$ cat src/tol_pkg.sv
// package for the triggered output latch: register map, fields, reset values
// assumes an axi4-lite master with 32-bit data; one aligned word per register
//
// Function
// - The output count is fixed at build time to 48, 32 or 16, and groups past the count are absent.
// - The outputs form six byte groups, each written on its own as one byte.
// - Outputs go out as three pairs of sixteen, the trigger input arriving with the first pair.
// - Software selects immediate or external trigger update mode.
// - In immediate mode a written byte reaches its outputs at once.
// - In trigger mode writes go to a buffer and leave the outputs alone.
// - In trigger mode a rising trigger edge copies the whole buffer to the outputs.
// - Several writes between rising edges leave only the last value to be copied.
// - In trigger mode with the option set, a falling trigger edge clears both buffer and outputs.
// - A rising edge with no write since the last transfer counts as an underrun.
// - A second write before a rising edge after the first write flags overflow.
// - A readable bit shows that a rising edge occurred; software polls it before rewriting.
// - Reset forces every output off.
// - Offsets 0,1,2,4,5,6 are write-only output bytes; offset 3 is trigger control and status.
// - The window base sits on an eight-byte boundary.
package tol_pkg;
  localparam int          TOL_NUM_OUTPUTS = 48;
  localparam int          TOL_NUM_GROUPS  = 6;
  localparam int          TOL_ADDR_W      = 8;
  localparam int          TOL_CNT_W       = 8;
  // printed offsets are not multiples of four: indices, byte address = 4*index
  localparam logic [2:0]  TOL_IDX_G0      = 3'h0;
  localparam logic [2:0]  TOL_IDX_G1      = 3'h1;
  localparam logic [2:0]  TOL_IDX_G2      = 3'h2;
  localparam logic [2:0]  TOL_IDX_TRIG    = 3'h3;
  localparam logic [2:0]  TOL_IDX_G3      = 3'h4;
  localparam logic [2:0]  TOL_IDX_G4      = 3'h5;
  localparam logic [2:0]  TOL_IDX_G5      = 3'h6;
  // extra registers placed by index
  localparam logic [3:0]  TOL_IDX_IRQ_ST  = 4'h8;
  localparam logic [3:0]  TOL_IDX_IRQ_MSK = 4'h9;
  localparam logic [3:0]  TOL_IDX_UNDCNT  = 4'ha;
  // trigger control fields (write)
  localparam int          TOL_CTL_MODE    = 0;
  localparam int          TOL_CTL_FALLCLR = 1;
  localparam int          TOL_CTL_CLRCNT  = 2;
  // trigger status fields (read)
  localparam int          TOL_ST_TRIG     = 0;
  localparam int          TOL_ST_OVF      = 1;
  localparam int          TOL_ST_UND      = 2;
  // interrupt status bits
  localparam int          TOL_IRQ_RISE    = 0;
  localparam int          TOL_IRQ_OVF     = 1;
  localparam int          TOL_IRQ_UND     = 2;
  localparam int          TOL_IRQ_W       = 3;
  localparam logic [1:0]  TOL_RESP_OKAY   = 2'h0;
  localparam logic [1:0]  TOL_RESP_SLVERR = 2'h2;
  localparam logic [47:0] TOL_OUT_OFF     = 48'h0;
endpackage

$ cat src/tol_axil.sv
// axi4-lite slave front end: captures one write and one read at a time
// assumes the core answers reads combinationally from its registers
`timescale 1ns/1ps
module tol_axil
  import tol_pkg::*;
(
  // clock and reset
  input  wire logic                  aclk,
  input  wire logic                  aresetn,
  input  wire logic                  ce,
  // axi4-lite
  input  wire logic [TOL_ADDR_W-1:0] s_axi_awaddr,
  input  wire logic                  s_axi_awvalid,
  output logic                       s_axi_awready,
  input  wire logic [31:0]           s_axi_wdata,
  input  wire logic [3:0]            s_axi_wstrb,
  input  wire logic                  s_axi_wvalid,
  output logic                       s_axi_wready,
  output logic [1:0]                 s_axi_bresp,
  output logic                       s_axi_bvalid,
  input  wire logic                  s_axi_bready,
  input  wire logic [TOL_ADDR_W-1:0] s_axi_araddr,
  input  wire logic                  s_axi_arvalid,
  output logic                       s_axi_arready,
  output logic [31:0]                s_axi_rdata,
  output logic [1:0]                 s_axi_rresp,
  output logic                       s_axi_rvalid,
  input  wire logic                  s_axi_rready,
  // core side
  output logic                       wr_en,
  output logic [TOL_ADDR_W-3:0]      wr_idx,
  output logic [7:0]                 wr_data,
  input  wire logic                  wr_ok,
  output logic                       rd_en,
  output logic [TOL_ADDR_W-3:0]      rd_idx,
  input  wire logic [31:0]           rd_data,
  input  wire logic                  rd_ok
);
  logic                  aw_reg, aw_next, w_reg, w_next, b_reg, b_next;
  logic                  ar_reg, ar_next, r_reg, r_next;
  logic [TOL_ADDR_W-3:0] awi_reg, awi_next, ari_reg, ari_next;
  logic [7:0]            wd_reg, wd_next;
  logic [1:0]            br_reg, br_next, rr_reg, rr_next;
  logic [31:0]           rd_reg, rd_next;
  // lane-0 strobe of the held beat; an empty strobe must not replay old data
  logic                  ws_reg, ws_next, wfire;
  // ready flags registered so every bus output leaves a flop
  logic                  awr_reg, awr_next, wrr_reg, wrr_next, arr_reg, arr_next;

  assign wfire  = aw_reg & w_reg & ~b_reg;
  assign wr_en  = wfire & ws_reg;
  assign wr_idx = awi_reg;
  assign wr_data = wd_reg;
  assign rd_en  = ar_reg & ~r_reg;
  assign rd_idx = ari_reg;

  // channel handshakes; address and data taken in either order
  always_comb
  begin
    aw_next = aw_reg; w_next = w_reg; b_next = b_reg; awi_next = awi_reg;
    wd_next = wd_reg; br_next = br_reg; ar_next = ar_reg; r_next = r_reg;
    ari_next = ari_reg; rr_next = rr_reg; rd_next = rd_reg; ws_next = ws_reg;
    if (s_axi_awvalid && !aw_reg && !b_reg)
    begin
      aw_next  = 1'b1;
      awi_next = s_axi_awaddr[TOL_ADDR_W-1:2];
    end
    if (s_axi_wvalid && !w_reg && !b_reg)
    begin
      w_next  = 1'b1;
      // byte lane 0 only; the registers are a byte wide
      wd_next = s_axi_wdata[7:0];
      ws_next = s_axi_wstrb[0];
    end
    if (wfire)
    begin
      aw_next = 1'b0;
      w_next  = 1'b0;
      b_next  = 1'b1;
      br_next = wr_ok ? TOL_RESP_OKAY : TOL_RESP_SLVERR;
    end
    if (b_reg && s_axi_bready)
      b_next = 1'b0;
    if (s_axi_arvalid && !ar_reg && !r_reg)
    begin
      ar_next  = 1'b1;
      ari_next = s_axi_araddr[TOL_ADDR_W-1:2];
    end
    if (rd_en)
    begin
      ar_next = 1'b0;
      r_next  = 1'b1;
      rd_next = rd_ok ? rd_data : 32'h0;
      rr_next = rd_ok ? TOL_RESP_OKAY : TOL_RESP_SLVERR;
    end
    if (r_reg && s_axi_rready)
      r_next = 1'b0;
    awr_next = ~aw_next & ~b_next;
    wrr_next = ~w_next & ~b_next;
    arr_next = ~ar_next & ~r_next;
  end

  always_ff @(posedge aclk)
  begin
    if (!aresetn)
    begin
      aw_reg <= 1'b0; w_reg <= 1'b0; b_reg <= 1'b0; ar_reg <= 1'b0; r_reg <= 1'b0;
      awi_reg <= '0; ari_reg <= '0; wd_reg <= 8'h0; br_reg <= TOL_RESP_OKAY;
      rr_reg <= TOL_RESP_OKAY; rd_reg <= 32'h0;
      ws_reg <= 1'b0; awr_reg <= 1'b1; wrr_reg <= 1'b1; arr_reg <= 1'b1;
    end
    else if (ce)
    begin
      aw_reg <= aw_next; w_reg <= w_next; b_reg <= b_next; ar_reg <= ar_next; r_reg <= r_next;
      awi_reg <= awi_next; ari_reg <= ari_next; wd_reg <= wd_next; br_reg <= br_next;
      rr_reg <= rr_next; rd_reg <= rd_next;
      ws_reg <= ws_next; awr_reg <= awr_next; wrr_reg <= wrr_next; arr_reg <= arr_next;
    end
  end

  assign s_axi_awready = awr_reg;
  assign s_axi_wready  = wrr_reg;
  assign s_axi_bvalid  = b_reg;
  assign s_axi_bresp   = br_reg;
  assign s_axi_arready = arr_reg;
  assign s_axi_rvalid  = r_reg;
  assign s_axi_rresp   = rr_reg;
  assign s_axi_rdata   = rd_reg;
endmodule // tol_axil

$ cat src/tol_sync.sv
// two-flop synchroniser and edge detector for the external trigger
// assumes trig_pin is asynchronous to aclk
`timescale 1ns/1ps
module tol_sync
  import tol_pkg::*;
(
  // clock and reset
  input  wire logic aclk,
  input  wire logic aresetn,
  input  wire logic ce,
  // pin and edges
  input  wire logic trig_pin,
  output logic      rise,
  output logic      fall
);
  logic s1_reg, s1_next, s2_reg, s2_next, s3_reg, s3_next;

  // next state; s1 is read only by s2
  always_comb
  begin
    s1_next = trig_pin;
    s2_next = s1_reg;
    s3_next = s2_reg;
  end

  always_ff @(posedge aclk)
  begin
    if (!aresetn)
    begin
      s1_reg <= 1'b0;
      s2_reg <= 1'b0;
      s3_reg <= 1'b0;
    end
    else if (ce)
    begin
      s1_reg <= s1_next;
      s2_reg <= s2_next;
      s3_reg <= s3_next;
    end
  end

  assign rise = s2_reg & ~s3_reg;
  assign fall = ~s2_reg & s3_reg;
endmodule // tol_sync

$ cat src/tol_top.sv
// triggered output latch: six output bytes, trigger buffer, error tracking
// assumes an axi4-lite master on aclk and an asynchronous trigger pin
//
// Implementation choices: the AXI4-Lite slave port and the placing of the registers.
`timescale 1ns/1ps
module tol_top
  import tol_pkg::*;
(
  // clock, reset, enable
  input  wire logic                  aclk,
  input  wire logic                  aresetn,
  input  wire logic                  ce,
  // axi4-lite
  input  wire logic [TOL_ADDR_W-1:0] s_axi_awaddr,
  input  wire logic                  s_axi_awvalid,
  output logic                       s_axi_awready,
  input  wire logic [31:0]           s_axi_wdata,
  input  wire logic [3:0]            s_axi_wstrb,
  input  wire logic                  s_axi_wvalid,
  output logic                       s_axi_wready,
  output logic [1:0]                 s_axi_bresp,
  output logic                       s_axi_bvalid,
  input  wire logic                  s_axi_bready,
  input  wire logic [TOL_ADDR_W-1:0] s_axi_araddr,
  input  wire logic                  s_axi_arvalid,
  output logic                       s_axi_arready,
  output logic [31:0]                s_axi_rdata,
  output logic [1:0]                 s_axi_rresp,
  output logic                       s_axi_rvalid,
  input  wire logic                  s_axi_rready,
  // trigger pin, carried with the first group pair
  input  wire logic                  ext_trigger,
  // output group pairs
  output logic [15:0]                first_output_group_pair,
  output logic [15:0]                second_output_group_pair,
  output logic [15:0]                third_output_group_pair,
  // interrupt
  output logic                       irq
);
  // ==========================================================
  // sub-blocks
  logic                  wr_en, rd_en, rise, fall;
  logic [TOL_ADDR_W-3:0] wr_idx, rd_idx;
  logic [7:0]            wr_data;
  logic [31:0]           rd_data;
  logic                  wr_ok, rd_ok;

  tol_axil u_axil (
    .aclk(aclk), .aresetn(aresetn), .ce(ce),
    .s_axi_awaddr(s_axi_awaddr), .s_axi_awvalid(s_axi_awvalid), .s_axi_awready(s_axi_awready),
    .s_axi_wdata(s_axi_wdata), .s_axi_wstrb(s_axi_wstrb), .s_axi_wvalid(s_axi_wvalid),
    .s_axi_wready(s_axi_wready), .s_axi_bresp(s_axi_bresp), .s_axi_bvalid(s_axi_bvalid),
    .s_axi_bready(s_axi_bready), .s_axi_araddr(s_axi_araddr), .s_axi_arvalid(s_axi_arvalid),
    .s_axi_arready(s_axi_arready), .s_axi_rdata(s_axi_rdata), .s_axi_rresp(s_axi_rresp),
    .s_axi_rvalid(s_axi_rvalid), .s_axi_rready(s_axi_rready),
    .wr_en(wr_en), .wr_idx(wr_idx), .wr_data(wr_data), .wr_ok(wr_ok),
    .rd_en(rd_en), .rd_idx(rd_idx), .rd_data(rd_data), .rd_ok(rd_ok)
  );

  tol_sync u_sync (
    .aclk(aclk), .aresetn(aresetn), .ce(ce),
    .trig_pin(ext_trigger), .rise(rise), .fall(fall)
  );

  // ==========================================================
  // address decode
  // map a register index to an output group, or -1
  function automatic int group_of(input logic [TOL_ADDR_W-3:0] idx);
    case (idx)
      {3'h0, TOL_IDX_G0}: group_of = 0;
      {3'h0, TOL_IDX_G1}: group_of = 1;
      {3'h0, TOL_IDX_G2}: group_of = 2;
      {3'h0, TOL_IDX_G3}: group_of = 3;
      {3'h0, TOL_IDX_G4}: group_of = 4;
      {3'h0, TOL_IDX_G5}: group_of = 5;
      default:            group_of = -1;
    endcase
  endfunction

  function automatic logic group_present(input int g);
    group_present = (g >= 0) && (g * 8 < TOL_NUM_OUTPUTS);
  endfunction

  // ==========================================================
  // state
  logic [47:0]          buf_reg, buf_next, out_reg, out_next;
  logic                 mode_reg, mode_next, fclr_reg, fclr_next;
  logic                 trig_reg, trig_next, ovf_reg, ovf_next, und_reg, und_next;
  logic                 pend_reg, pend_next;
  logic [TOL_CNT_W-1:0] cnt_reg, cnt_next;
  logic [TOL_IRQ_W-1:0] ist_reg, ist_next, msk_reg, msk_next, ev;
  logic                 irq_reg, irq_next;
  int                   wg;

  // the whole index is compared; upper index bits must be zero to reach a register
  always_comb
  begin
    wg    = group_of(wr_idx);
    wr_ok = group_present(wg) || wr_idx == {3'h0, TOL_IDX_TRIG} ||
            wr_idx == {2'h0, TOL_IDX_IRQ_ST} || wr_idx == {2'h0, TOL_IDX_IRQ_MSK};
    rd_ok = rd_idx == {3'h0, TOL_IDX_TRIG} || rd_idx == {2'h0, TOL_IDX_IRQ_ST} ||
            rd_idx == {2'h0, TOL_IDX_IRQ_MSK} || rd_idx == {2'h0, TOL_IDX_UNDCNT};
    // read map: status at offset 3
    rd_data = 32'h0;
    if (rd_idx == {3'h0, TOL_IDX_TRIG})
    begin
      rd_data[TOL_ST_TRIG]     = trig_reg;
      rd_data[TOL_ST_OVF]      = ovf_reg;
      rd_data[TOL_ST_UND]      = und_reg;
      rd_data[TOL_CTL_MODE+8]  = mode_reg;
      rd_data[TOL_CTL_FALLCLR+8] = fclr_reg;
    end
    else if (rd_idx == {2'h0, TOL_IDX_IRQ_ST})
      rd_data[TOL_IRQ_W-1:0] = ist_reg;
    else if (rd_idx == {2'h0, TOL_IDX_IRQ_MSK})
      rd_data[TOL_IRQ_W-1:0] = msk_reg;
    else if (rd_idx == {2'h0, TOL_IDX_UNDCNT})
      rd_data[TOL_CNT_W-1:0] = cnt_reg;
  end

  // main next-state logic
  always_comb
  begin
    logic gw;
    gw = wr_en && group_present(wg);
    buf_next = buf_reg; out_next = out_reg; mode_next = mode_reg; fclr_next = fclr_reg;
    trig_next = trig_reg; ovf_next = ovf_reg; und_next = und_reg; pend_next = pend_reg;
    cnt_next = cnt_reg; msk_next = msk_reg; ev = '0;
    if (gw)
    begin
      buf_next[wg*8 +: 8] = wr_data;
      if (!mode_reg)
        out_next[wg*8 +: 8] = wr_data;
      else
      begin
        if (pend_reg && !trig_reg)
        begin
          ovf_next = 1'b1;
          ev[TOL_IRQ_OVF] = 1'b1;
        end
        pend_next = 1'b1;
        // new write rearms the occurred bit
        trig_next = 1'b0;
      end
    end
    if (wr_en && wr_idx == {3'h0, TOL_IDX_TRIG})
    begin
      mode_next = wr_data[TOL_CTL_MODE];
      fclr_next = wr_data[TOL_CTL_FALLCLR];
      if (wr_data[TOL_CTL_CLRCNT])
      begin
        cnt_next = '0;
        ovf_next = 1'b0;
        und_next = 1'b0;
      end
    end
    if (wr_en && wr_idx == {2'h0, TOL_IDX_IRQ_MSK})
      msk_next = wr_data[TOL_IRQ_W-1:0];
    // trigger edges; edge handling follows writes so same-cycle flags survive
    if (mode_reg && rise)
    begin
      out_next = gw ? buf_next : buf_reg;
      trig_next = 1'b1;
      ev[TOL_IRQ_RISE] = 1'b1;
      if (!pend_reg && !gw)
      begin
        und_next = 1'b1;
        ev[TOL_IRQ_UND] = 1'b1;
        if (cnt_reg != {TOL_CNT_W{1'b1}})
          cnt_next = cnt_reg + 1'b1;
      end
      pend_next = 1'b0;
    end
    if (mode_reg && fclr_reg && fall)
    begin
      buf_next = TOL_OUT_OFF;
      out_next = TOL_OUT_OFF;
    end
    // interrupt status: set wins over write-one-to-clear
    ist_next = ist_reg;
    if (wr_en && wr_idx == {2'h0, TOL_IDX_IRQ_ST})
      ist_next = ist_reg & ~wr_data[TOL_IRQ_W-1:0];
    ist_next = ist_next | ev;
    irq_next = |(ist_next & msk_next);
  end

  always_ff @(posedge aclk)
  begin
    if (!aresetn)
    begin
      buf_reg <= TOL_OUT_OFF; out_reg <= TOL_OUT_OFF;
      mode_reg <= 1'b0; fclr_reg <= 1'b0; trig_reg <= 1'b0;
      ovf_reg <= 1'b0; und_reg <= 1'b0; pend_reg <= 1'b0;
      cnt_reg <= '0; ist_reg <= '0; msk_reg <= '0; irq_reg <= 1'b0;
    end
    else if (ce)
    begin
      buf_reg <= buf_next; out_reg <= out_next;
      mode_reg <= mode_next; fclr_reg <= fclr_next; trig_reg <= trig_next;
      ovf_reg <= ovf_next; und_reg <= und_next; pend_reg <= pend_next;
      cnt_reg <= cnt_next; ist_reg <= ist_next; msk_reg <= msk_next; irq_reg <= irq_next;
    end
  end

  assign first_output_group_pair  = out_reg[15:0];
  assign second_output_group_pair = out_reg[31:16];
  assign third_output_group_pair  = out_reg[47:32];
  assign irq = irq_reg;
endmodule // tol_top

$ cat config.mk
export PLATFORM = sky130hd
export DESIGN_NAME = tol_top
export DESIGN_NICKNAME = d
export VERILOG_FILES = /design/src/tol_pkg.sv /design/src/tol_axil.sv /design/src/tol_sync.sv /design/src/tol_top.sv
export SDC_FILE = /design/constraint.sdc
export NUM_CORES = 1
export LEC_CHECK = 0
export ABC_CLOCK_PERIOD_IN_PS = 7910
export BUFFER_PORTS_ARGS = -buffer_cell sky130_fd_sc_hd__buf_2
export CORE_AREA = 4 4 136 138
export CTS_CLUSTER_DIAMETER = 120
export DETAILED_ROUTE_END_ITERATION = 6
export DIE_AREA = 0 0 140 142
export GPL_TIMING_DRIVEN = 0
export PLACE_DENSITY = 0.75
export SYNTH_ARGS = -nofsm -noshare
export SYNTH_HDL_FRONTEND = slang
export SYNTH_SLANG_ARGS = --single-unit
$ cat constraint.sdc
create_clock -name aclk -period 7.91 [get_ports aclk]
set_clock_uncertainty 0.15 [all_clocks]
set_input_delay 1.1865 -clock aclk [delete_from_list [all_inputs] [get_ports aclk]]
set_output_delay 1.1865 -clock aclk [all_outputs]
set_load 0.005 [all_outputs]
==> flow_summary.ini, run 1 <==
[outcome]
status = complete, no violations

[detailed_routing]
vias = 7587
drc = 0
drt_pass1_iterations = 7
wl_microns = 23800
drt_iter0_drc = 834
ant_nets = 0
wire_per_inst_microns = 18.5
avgViaCountPerCell = 5.89

[cts]
h-tree-depth = 4
hold_buffers = 0
cts_buffers = 17
post_cts_buffers = 0
clk_pin_slew_ns = 0.06
clock_latency_ns = 0.44
cts_resized = 0
cts_tree = built
clockBufferDepth = 2
ctsRootBufferMaster = clkbuf_16
clock_sinks = 161

[global_routing]
grt_pass1_wl_microns = 37500
grt_pass1_vias = 7023
grt_antenna_before_repair = 0
grt-ovfl-total = 0
grt_use_total = 0.233
grt_start_max_net_pins = 17

[synth]
synth_top_area_frac = 0.412
yosysMostFrequentCell = dfxtp_1
synth-edff-count = 0
synth_cell_types = 68
synth-seq-cells = 161
synth.area.top_cells = dfxtp_1 41%, nand2_1 5.6%, o21ai_0 4.2%, a22o_1 4.0%, a21oi_1 3.4%
synth.top_cells.by_count = 161 x dfxtp_1, 116 x nand2_1, 66 x o21ai_0, 54 x nor2_1, 53 x a21oi_1
ys_seq_area_frac = 0.412
synth_area_sq_um = 7830
async_reset_ff_frac = 0
yosys.area.top_type = dfxtp_1
syn-instance-count = 915
yosys_warnings = 0
ys.flop_type = dfxtp_1
avgSynthCellArea_sq_um = 8.56

[cells_and_area]
antenna_cells = 0
final_layout_size_suffix_gt1_frac = 0.190
area_growth_pct = 18.8
finalNetCount = 1118
nFillCells = 1633

[power]
intPower_mw = 1.43
seq_power_share = 0.429
switching_share = 0.260
p_per_area_nw_per_um2 = 208
ir_drop_mv = 0.169
p_sw_mw = 0.504
share_comb_of_total_power = 0.110
fin_total_pwr_mw = 1.94
power.leakage_nw = 3.59
clock_power_share = 0.461

[setup_path]
crit_path_max_incr_delay_ns = 0.46
crit_fanout = 10
critPathArrivalTime_ns = 5.29
crit_buf_inv = 5
critPathSlowestCell = nor2_2
startpoint_type = flip-flop
worstPathRequired_ns = 8.09
path_cells = or3_1, buf_2, a21oi_2, buf_2, ha_1, clkbuf_1, inv_1, nor3_1, ha_1, clkbuf_1, or3_1, nor2_1, o2111ai_1, nor2_2, mux2_2, a311oi_1
critical_path_class = flip-flop to flip-flop
crit_family = simple AND/OR/NAND/NOR gates
critPathCaptureType = flip-flop

[die]
die_area_sq_um = 19900
io_pins = 151
die_h_microns = 142
die_x_microns = 140
start_util = 0.456
core_area_sq_um = 17200
rows = 48

[sta]
min_period_ns = 5.11
setup_viol = 0
setup-tns-final_ns = 0
finalHoldViolCount = 0
fmax_ghz = 0.196
rsz0062_at_grt = false
maxSlewHeadroom = 0.220
drv_slew = 0
worst_pin_slew_ns = 1.17
fin_crit_sh = 0.646

[worst_hold_path]
hold_path_class = flip-flop to flip-flop

[placement]
port_buffers = 94
gp_congestion = 0.955
dpl.hpwl_microns = 16900

[flow_run]
cap_viol_max_count = 0
-- worst paths after layout --
path	cells past startpoint	endpoint	slack (ns)	start
setup / recovery	16	out_reg[4]$_SDFFE_PN0P_	2.80	u_axil.wr_idx[3]$_SDFFE_PN0P_
hold / removal	2	buf_reg[38]$_SDFFE_PN0P_	0.30	buf_reg[38]$_SDFFE_PN0P_
setup reg to reg	16	out_reg[4]$_SDFFE_PN0P_	2.80	u_axil.wr_idx[3]$_SDFFE_PN0P_
hold reg to reg	2	buf_reg[38]$_SDFFE_PN0P_	0.30	buf_reg[38]$_SDFFE_PN0P_
-- area by class of cell --
class	instances	area [sq um]	area share
Multi-Input combinational cell	681	4220	0.454
Tap cell	225	282	0.0303
Inverter	10	37.5	0.00403
Sequential cell	161	3220	0.346
Timing Repair Buffer	94	470	0.0506
Clock inverter	12	178	0.0191
Buffer	86	435	0.0468
Clock buffer	20	457	0.0491
-- cell usage in the layout, fill, tap and decap left out, types with 27 or more instances in the layout --
cell type	count
a22oi_1	30
dfxtp_1	161
nand3_1	51
a21oi_1	53
o21ai_0	66
nand2_1	116
nor2_1	54
buf_4	27
a22o_1	36
clkbuf_1	46
buf_2	103
-- metal layers --
layer  wire [microns]  part of all wire  global-route usage  vias up
met5                0                 0                   0        -
met4              573             0.024              0.0811        0
met3             1910             0.080              0.0444       49
met2            10900              0.46               0.369      379
met1            10400              0.44               0.322     3584
li1                 -                 -                   -     3575
-- worst register-to-register path, stage by stage, from the launching register on --
cell,delay [ns]
dfxtp_1,0.39
or3_1,0.39
buf_2,0.19
a21oi_2,0.14
buf_2,0.23
ha_1,0.17
clkbuf_1,0.36
inv_1,0.22
nor3_1,0.29
ha_1,0.27
clkbuf_1,0.19
or3_1,0.41
nor2_1,0.14
o2111ai_1,0.33
nor2_2,0.46
mux2_2,0.40
a311oi_1,0.30
-- through the flow --
step / utilization / setup WS, ns / instances / hold slack (ns) / area (sq um)
after global placement: 0.505 / 2.98 / 1257 / 0.280 / 8670
after detailed placement: 0.505 / 2.95 / 1257 / 0.285 / 8670
after global routing: 0.542 / 2.49 / 1289 / 0.326 / 9300
after CTS: 0.542 / 2.89 / 1289 / 0.294 / 9300
after floorplan: - / 3.61 / 938 / 0.265 / 7920
final: 0.542 / 2.80 / 1289 / 0.296 / 9300
-- power groups by stage --
stage | sequential, mW | combinational, mW | clock (mW)
after floorplan | 0.844 | 0.150 | 0
after global placement | 0.847 | 0.204 | 0
after detailed placement | 0.848 | 0.207 | 0
after CTS | 0.830 | 0.207 | 0.899
after global routing | 0.831 | 0.232 | 0.937
final | 0.830 | 0.213 | 0.893
-- cell families (layout without fill, tap and decap cells) --
group	after synthesis	after routing	synth area share
AO/OA/AOI/OAI	287	287	0.254
XOR/XNOR	6	6	0.00671
adder cells (fa/ha/maj)	7	7	0.0109
buffers and inverters	96	222	0.0604
flip-flops	161	161	0.412
multiplexers	41	41	0.0554
other	1	24	0.000479
AND/OR/NAND/NOR	316	316	0.201
Note: power is estimated with default switching activity, not from simulation.
==> run 2, diff against run 1 <==
- ABC_CLOCK_PERIOD_IN_PS: 7910 -> 4710
- clock period: 7.91 -> 4.71 ns (I/O delays scaled with it)
==> run 2 against run 1 <==
Combinational power grew 76%. Critical path depth shrank 1. Fmax grew 15%. Worst hold slack is essentially flat. Via count grew 0.61%. Critical endpoint is now out_reg[39]$_SDFFE_PN0P_. Largest power group unchanged.
==> flow_summary.ini, run 2 (synthesized netlist as in run 1, its figures left out) <==
[power]
power.leakage_nw = 3.60
fin_total_pwr_mw = 3.27
p_per_area_nw_per_um2 = 349
ir_drop_mv = 0.288

[placement]
port_buffers = 94
dpl.hpwl_microns = 16900
pre_cts_ws_ns = -0.249
gp_congestion = 0.955
dp.cells = 1257
place_area_sq_um = 8670

[sta]
final.setup.worst_slack_ns = 0.278
fin_crit_sh = 0.941
setup-tns-final_ns = 0
min_period_ns = 4.43
maxSlewHeadroom = 0.279
drv_slew = 0
worst_pin_slew_ns = 1.08
fmax_ghz = 0.226
rsz0062_at_grt = false
finalHoldViolCount = 0
setup_viol = 0

[global_routing]
grt_use_total = 0.234
grt_antenna_before_repair = 0
grt_start_max_net_pins = 17
use_met1 = 0.323
top_usage_layer = met2
grt-ovfl-total = 0
use_met2 = 0.370
grt_pass1_vias = 7044
grt_util_met3 = 0.0447
grt_pass1_wl_microns = 37600

[worst_hold_path]
hold_end = buf_reg[38]$_SDFFE_PN0P_
hold_path_class = flip-flop to flip-flop
min_path_cells = 2
hold_start = buf_reg[38]$_SDFFE_PN0P_

[cells_and_area]
antenna_cells = 0
nFillCells = 1628
final_layout_size_suffix_gt1_frac = 0.197
layout_common_cells = 161 x dfxtp_1, 116 x nand2_1, 102 x buf_2
finalNetCount = 1119
final_cells = 1290
postLayoutCellArea_sq_um = 9370
area_growth_pct = 19.7
layout_commonest_cell = dfxtp_1

[detailed_routing]
drt_pass1_iterations = 6
wire_per_inst_microns = 18.5
drc = 0
vias = 7633
ant_nets = 0
wl_microns = 23900
avgViaCountPerCell = 5.92
drt_iter0_drc = 836

[cts]
h-tree-depth = 4
clock_sinks = 161
cts_buffers = 17
clock_latency_ns = 0.43
clk_pin_slew_ns = 0.06
clockBufferDepth = 2
cts_tree = built
ctsRootBufferMaster = clkbuf_16
hold_buffers = 0

[setup_path]
startpoint_type = flip-flop
crit_fanout = 10
worstPathRequired_ns = 4.88
reg2reg_from = u_axil.wr_idx[3]$_SDFFE_PN0P_
critical_path_class = flip-flop to flip-flop
critPathArrivalTime_ns = 4.60
worst-r2r-cell-count = 15
critPathCaptureType = flip-flop
timing.rr.end = out_reg[39]$_SDFFE_PN0P_
r2r_setup_slack_ns = 0.28

[outcome]
status = complete, no violations

[die]
core_area_sq_um = 17200
die_x_microns = 140
io_pins = 151
start_util = 0.456
die_h_microns = 142
rows = 48
die_area_sq_um = 19900

[flow_run]
cap_viol_max_count = 0
run 2: area by class of cell:
type | count | area [sq um] | share of cell area
Multi-Input combinational cell | 682 | 4280 | 0.457
Sequential cell | 161 | 3220 | 0.344
Timing Repair Buffer | 95 | 478 | 0.0510
Clock buffer | 20 | 457 | 0.0487
Buffer | 85 | 435 | 0.0465
Tap cell | 225 | 282 | 0.0300
Clock inverter | 12 | 178 | 0.0190
Inverter | 10 | 37.5 | 0.00401
run 2: what timing repair did:
action,in CTS,in global routing
gates cloned,1,0
resized for setup,2,11
pin swaps,2,1
endpoints found under the setup margin,19,47
setup buffers,1,0
run 2: metal layers:
layer / vias to the layer above / routed length (microns) / share of wire
li1: 3593 / - / -
met1: 3588 / 10300 / 0.43
met2: 403 / 11000 / 0.46
met3: 49 / 2040 / 0.085
met4: 0 / 601 / 0.025
met5: - / 0 / 0
run 2: worst max path at each step:
stage | start | endpoint | slack (ns) | depth (start not counted)
CTS | u_axil.wr_idx[3]$_SDFFE_PN0P_ | out_reg[4]$_SDFFE_PN0P_ | 0.001 | 15
finish | u_axil.wr_idx[3]$_SDFFE_PN0P_ | out_reg[39]$_SDFFE_PN0P_ | 0.28 | 15
detailed placement | u_axil.wr_idx[3]$_SDFFE_PN0P_ | out_reg[4]$_SDFFE_PN0P_ | -0.25 | 16
floorplan | u_axil.wr_idx[3]$_SDFFE_PN0P_ | out_reg[1]$_SDFFE_PN0P_ | 0.41 | 16
global route | u_axil.wr_idx[3]$_SDFFE_PN0P_ | out_reg[6]$_SDFFE_PN0P_ | 0.05 | 15
global placement | u_axil.wr_idx[3]$_SDFFE_PN0P_ | out_reg[4]$_SDFFE_PN0P_ | -0.22 | 16
run 2: metrics by stage:
stage	hold slack, ns	utilization
2_1_floorplan	0.265	-
3_3_place_gp	0.280	0.505
3_5_place_dp	0.285	0.505
4_1_cts	0.294	0.543
5_1_grt	0.326	0.546
6_report	0.297	0.546
run 2: power breakdown:
group	internal [mW]	total [mW]	switching [mW]	leakage, nW
clock	0.918	1.50	0.583	0.311
combinational	0.121	0.375	0.254	1.99
sequential	1.38	1.39	0.0176	1.30
run 2: worst max-delay path, cell delays in order (launching register included):
cell and delay (ns):
dfxtp_1 0.39, or3_1 0.39, buf_2 0.19, a21oi_2 0.19, clkbuf_4 0.25, ha_4 0.22, inv_1 0.13, nor3_2 0.22
ha_1 0.25, clkbuf_1 0.20, or3_1 0.43, a211oi_1 0.31, nand4_1 0.43, nand2_1 0.21, a21oi_1 0.11, o221a_2 0.26
==> run 3, diff against run 2 <==
- ABC_AREA: unset -> 1
- CAP_MARGIN: unset -> 25
- CORE_AREA: 4 4 136 138 -> 4 4 142 144
- CTS_CLUSTER_DIAMETER: 120 -> unset
- DIE_AREA: 0 0 140 142 -> 0 0 146 148
==> run 3 against run 2 <==
The run now ends with DRC left. Area after synthesis up 9.5%. First-iteration DRC count up 18%. Clock power down 6%. Global-route usage up 0.72 points. Final area up 7.0%. Register-to-register slack better by 0.32 ns. Synthesized cell count up 48%. Fmax up 7.8%. Wire length up 9.5%. Largest cell class unchanged.
==> flow_summary.ini, run 3 <==
[outcome]
status = finished, violations left
failed_checks = DRC

[synth]
avgSynthCellArea_sq_um = 6.33
yosysMostFrequentCell = nand2_1
yosys_warnings = 0
synth_top_area_frac = 0.376
async_reset_ff_frac = 0
synth.area.top_cells = dfxtp_1 38%, nand2_1 16%, a21oi_1 8.8%, nand3_1 8.4%, inv_1 6.8%
synth-edff-count = 0
ys_seq_area_frac = 0.376
syn-instance-count = 1355
yosys.area.top_type = dfxtp_1
ys.flop_type = dfxtp_1
synth-seq-cells = 161
synth_cell_types = 36
synth_area_sq_um = 8570
synth.top_cells.by_count = 373 x nand2_1, 161 x dfxtp_1, 155 x inv_1, 151 x a21oi_1, 144 x nand3_1

[sta]
min_period_ns = 4.11
worst_pin_slew_ns = 0.713
maxSlewHeadroom = 0.522
fmax_ghz = 0.243
setup-tns-final_ns = 0
drv_slew = 0
rsz0062_at_grt = false
fin_crit_sh = 0.873
final.setup.worst_slack_ns = 0.597
setup_viol = 0
holdWs_ns = 0.297
finalHoldViolCount = 0

[cells_and_area]
antenna_cells = 0
postLayoutCellArea_sq_um = 10000
final_layout_size_suffix_gt1_frac = 0.120
finalNetCount = 1558
layout_common_cells = 373 x nand2_1, 161 x dfxtp_1, 155 x inv_1
area_growth_pct = 17.0
layout_commonest_cell = nand2_1

[detailed_routing]
drc = 3
wire_per_inst_microns = 15.1
vias = 9239
wl_microns = 26200
avgViaCountPerCell = 5.32
drt_iter0_drc = 988
drt_pass1_iterations = 7
ant_nets = 0

[global_routing]
grt_start_max_net_pins = 17
grt_pass1_wl_microns = 42400
grt_pass1_vias = 8519
grt_use_total = 0.241
grt-ovfl-total = 0
grt_antenna_before_repair = 0

[cts]
ctsRootBufferMaster = clkbuf_16
cts_tree = built
h-tree-depth = 4
cts_buffers = 17
post_cts_buffers = 0
clock_sinks = 161
clk_pin_slew_ns = 0.07
clockBufferDepth = 2
hold_buffers = 0
clock_latency_ns = 0.43
cts_resized = 0

[placement]
gp_congestion = 0.935
port_buffers = 94
dpl.hpwl_microns = 20200
pre_cts_ws_ns = 0.720
place_area_sq_um = 9420

[setup_path]
crit_fanout = 10
critPathArrivalTime_ns = 4.29
startpoint_type = flip-flop
critPathCaptureType = flip-flop
worstPathRequired_ns = 4.89
critical_path_class = flip-flop to flip-flop

[flow_run]
cap_viol_max_count = 0

[die]
die_x_microns = 146
die_area_sq_um = 21600
core_area_sq_um = 18700
io_pins = 151
start_util = 0.458
die_h_microns = 148
rows = 50

[worst_hold_path]
hold_path_class = flip-flop to flip-flop

[power]
ir_drop_mv = 0.255
power.leakage_nw = 4.55
p_per_area_nw_per_um2 = 321
fin_total_pwr_mw = 3.22
==> run 3: cell types whose count changed after synthesis, sizes merged, moves of 36 or more <==
cell	delta
nand2	+261
inv	+149
a21oi	+98
nand3	+97
nor2	+83
a22o	-36
==> run 3: cell type report <==
cell class	count	area, sq um
clock inverter	13	151
inverter	162	608
sequential	161	3220
buffer	84	419
fill	1875	8680
tap	234	293
timing repair buffer	94	470
clock buffer	19	453
multi-input combinational	971	4410
==> run 3: worst paths after layout <==
kind	startpoint	to	slack, ns	depth (start not counted)
hold reg to reg	u_axil.rd_idx[5]$_SDFFE_PN0P_	u_axil.rd_idx[5]$_SDFFE_PN0P_	0.30	2
setup reg to reg	u_axil.wr_idx[2]$_SDFFE_PN0P_	out_reg[34]$_SDFFE_PN0P_	0.60	22
setup / recovery	u_axil.wr_idx[2]$_SDFFE_PN0P_	out_reg[34]$_SDFFE_PN0P_	0.60	22
hold / removal	u_axil.rd_idx[5]$_SDFFE_PN0P_	u_axil.rd_idx[5]$_SDFFE_PN0P_	0.30	2
==> run 3: logic make-up after synthesis <==
| group | after synthesis | synth area share |
|---|---|---|
| simple gates | 712 | 0.353 |
| buf+inv | 246 | 0.120 |
| flops | 161 | 0.376 |
| other cells | 1 | 0.000437 |
| fa+ha+maj | 6 | 0.00876 |
| compound gates | 226 | 0.139 |
| xor+xnor | 3 | 0.00306 |
==> run 3: metal layers <==
| metal | GRT usage | part of all wire | vias up |
|---|---|---|---|
| li1 | - | - | 4603 |
| met1 | 0.313 | 0.44 | 4197 |
| met2 | 0.389 | 0.45 | 381 |
| met3 | 0.0561 | 0.074 | 58 |
| met4 | 0.0978 | 0.032 | 0 |
| met5 | 0 | 0 | - |
==> run 3: worst max-delay path, cell delays in order (launching register included) <==
cell and delay [ns]:
dfxtp_1 0.34, inv_1 0.11, nor2_1 0.06, nand3_1 0.12, nand2_1 0.12, nor2_1 0.19
clkbuf_1 0.39, ha_1 0.27, nand3_2 0.20, inv_1 0.10, ha_1 0.22, buf_2 0.18
nor2_1 0.10, nand4_1 0.09, nand2_1 0.07, nand2_1 0.08, nor2_1 0.17, nand2_1 0.25
nand2_1 0.14, nand2_1 0.18, buf_4 0.24, nor2_1 0.14, a21oi_1 0.09
==> run 3: through the flow <==
step / util / cells
global route: 0.536 / 1738
floorplan: - / 1378
global placement: 0.504 / 1706
detailed placement: 0.504 / 1706
CTS: 0.536 / 1738
finish: 0.536 / 1738
==> run 3: power breakdown <==
group | internal (mW) | switching (mW) | total (mW)
registers | 1.39 | 0.0199 | 1.41
logic | 0.107 | 0.297 | 0.404
clock network | 0.818 | 0.595 | 1.41
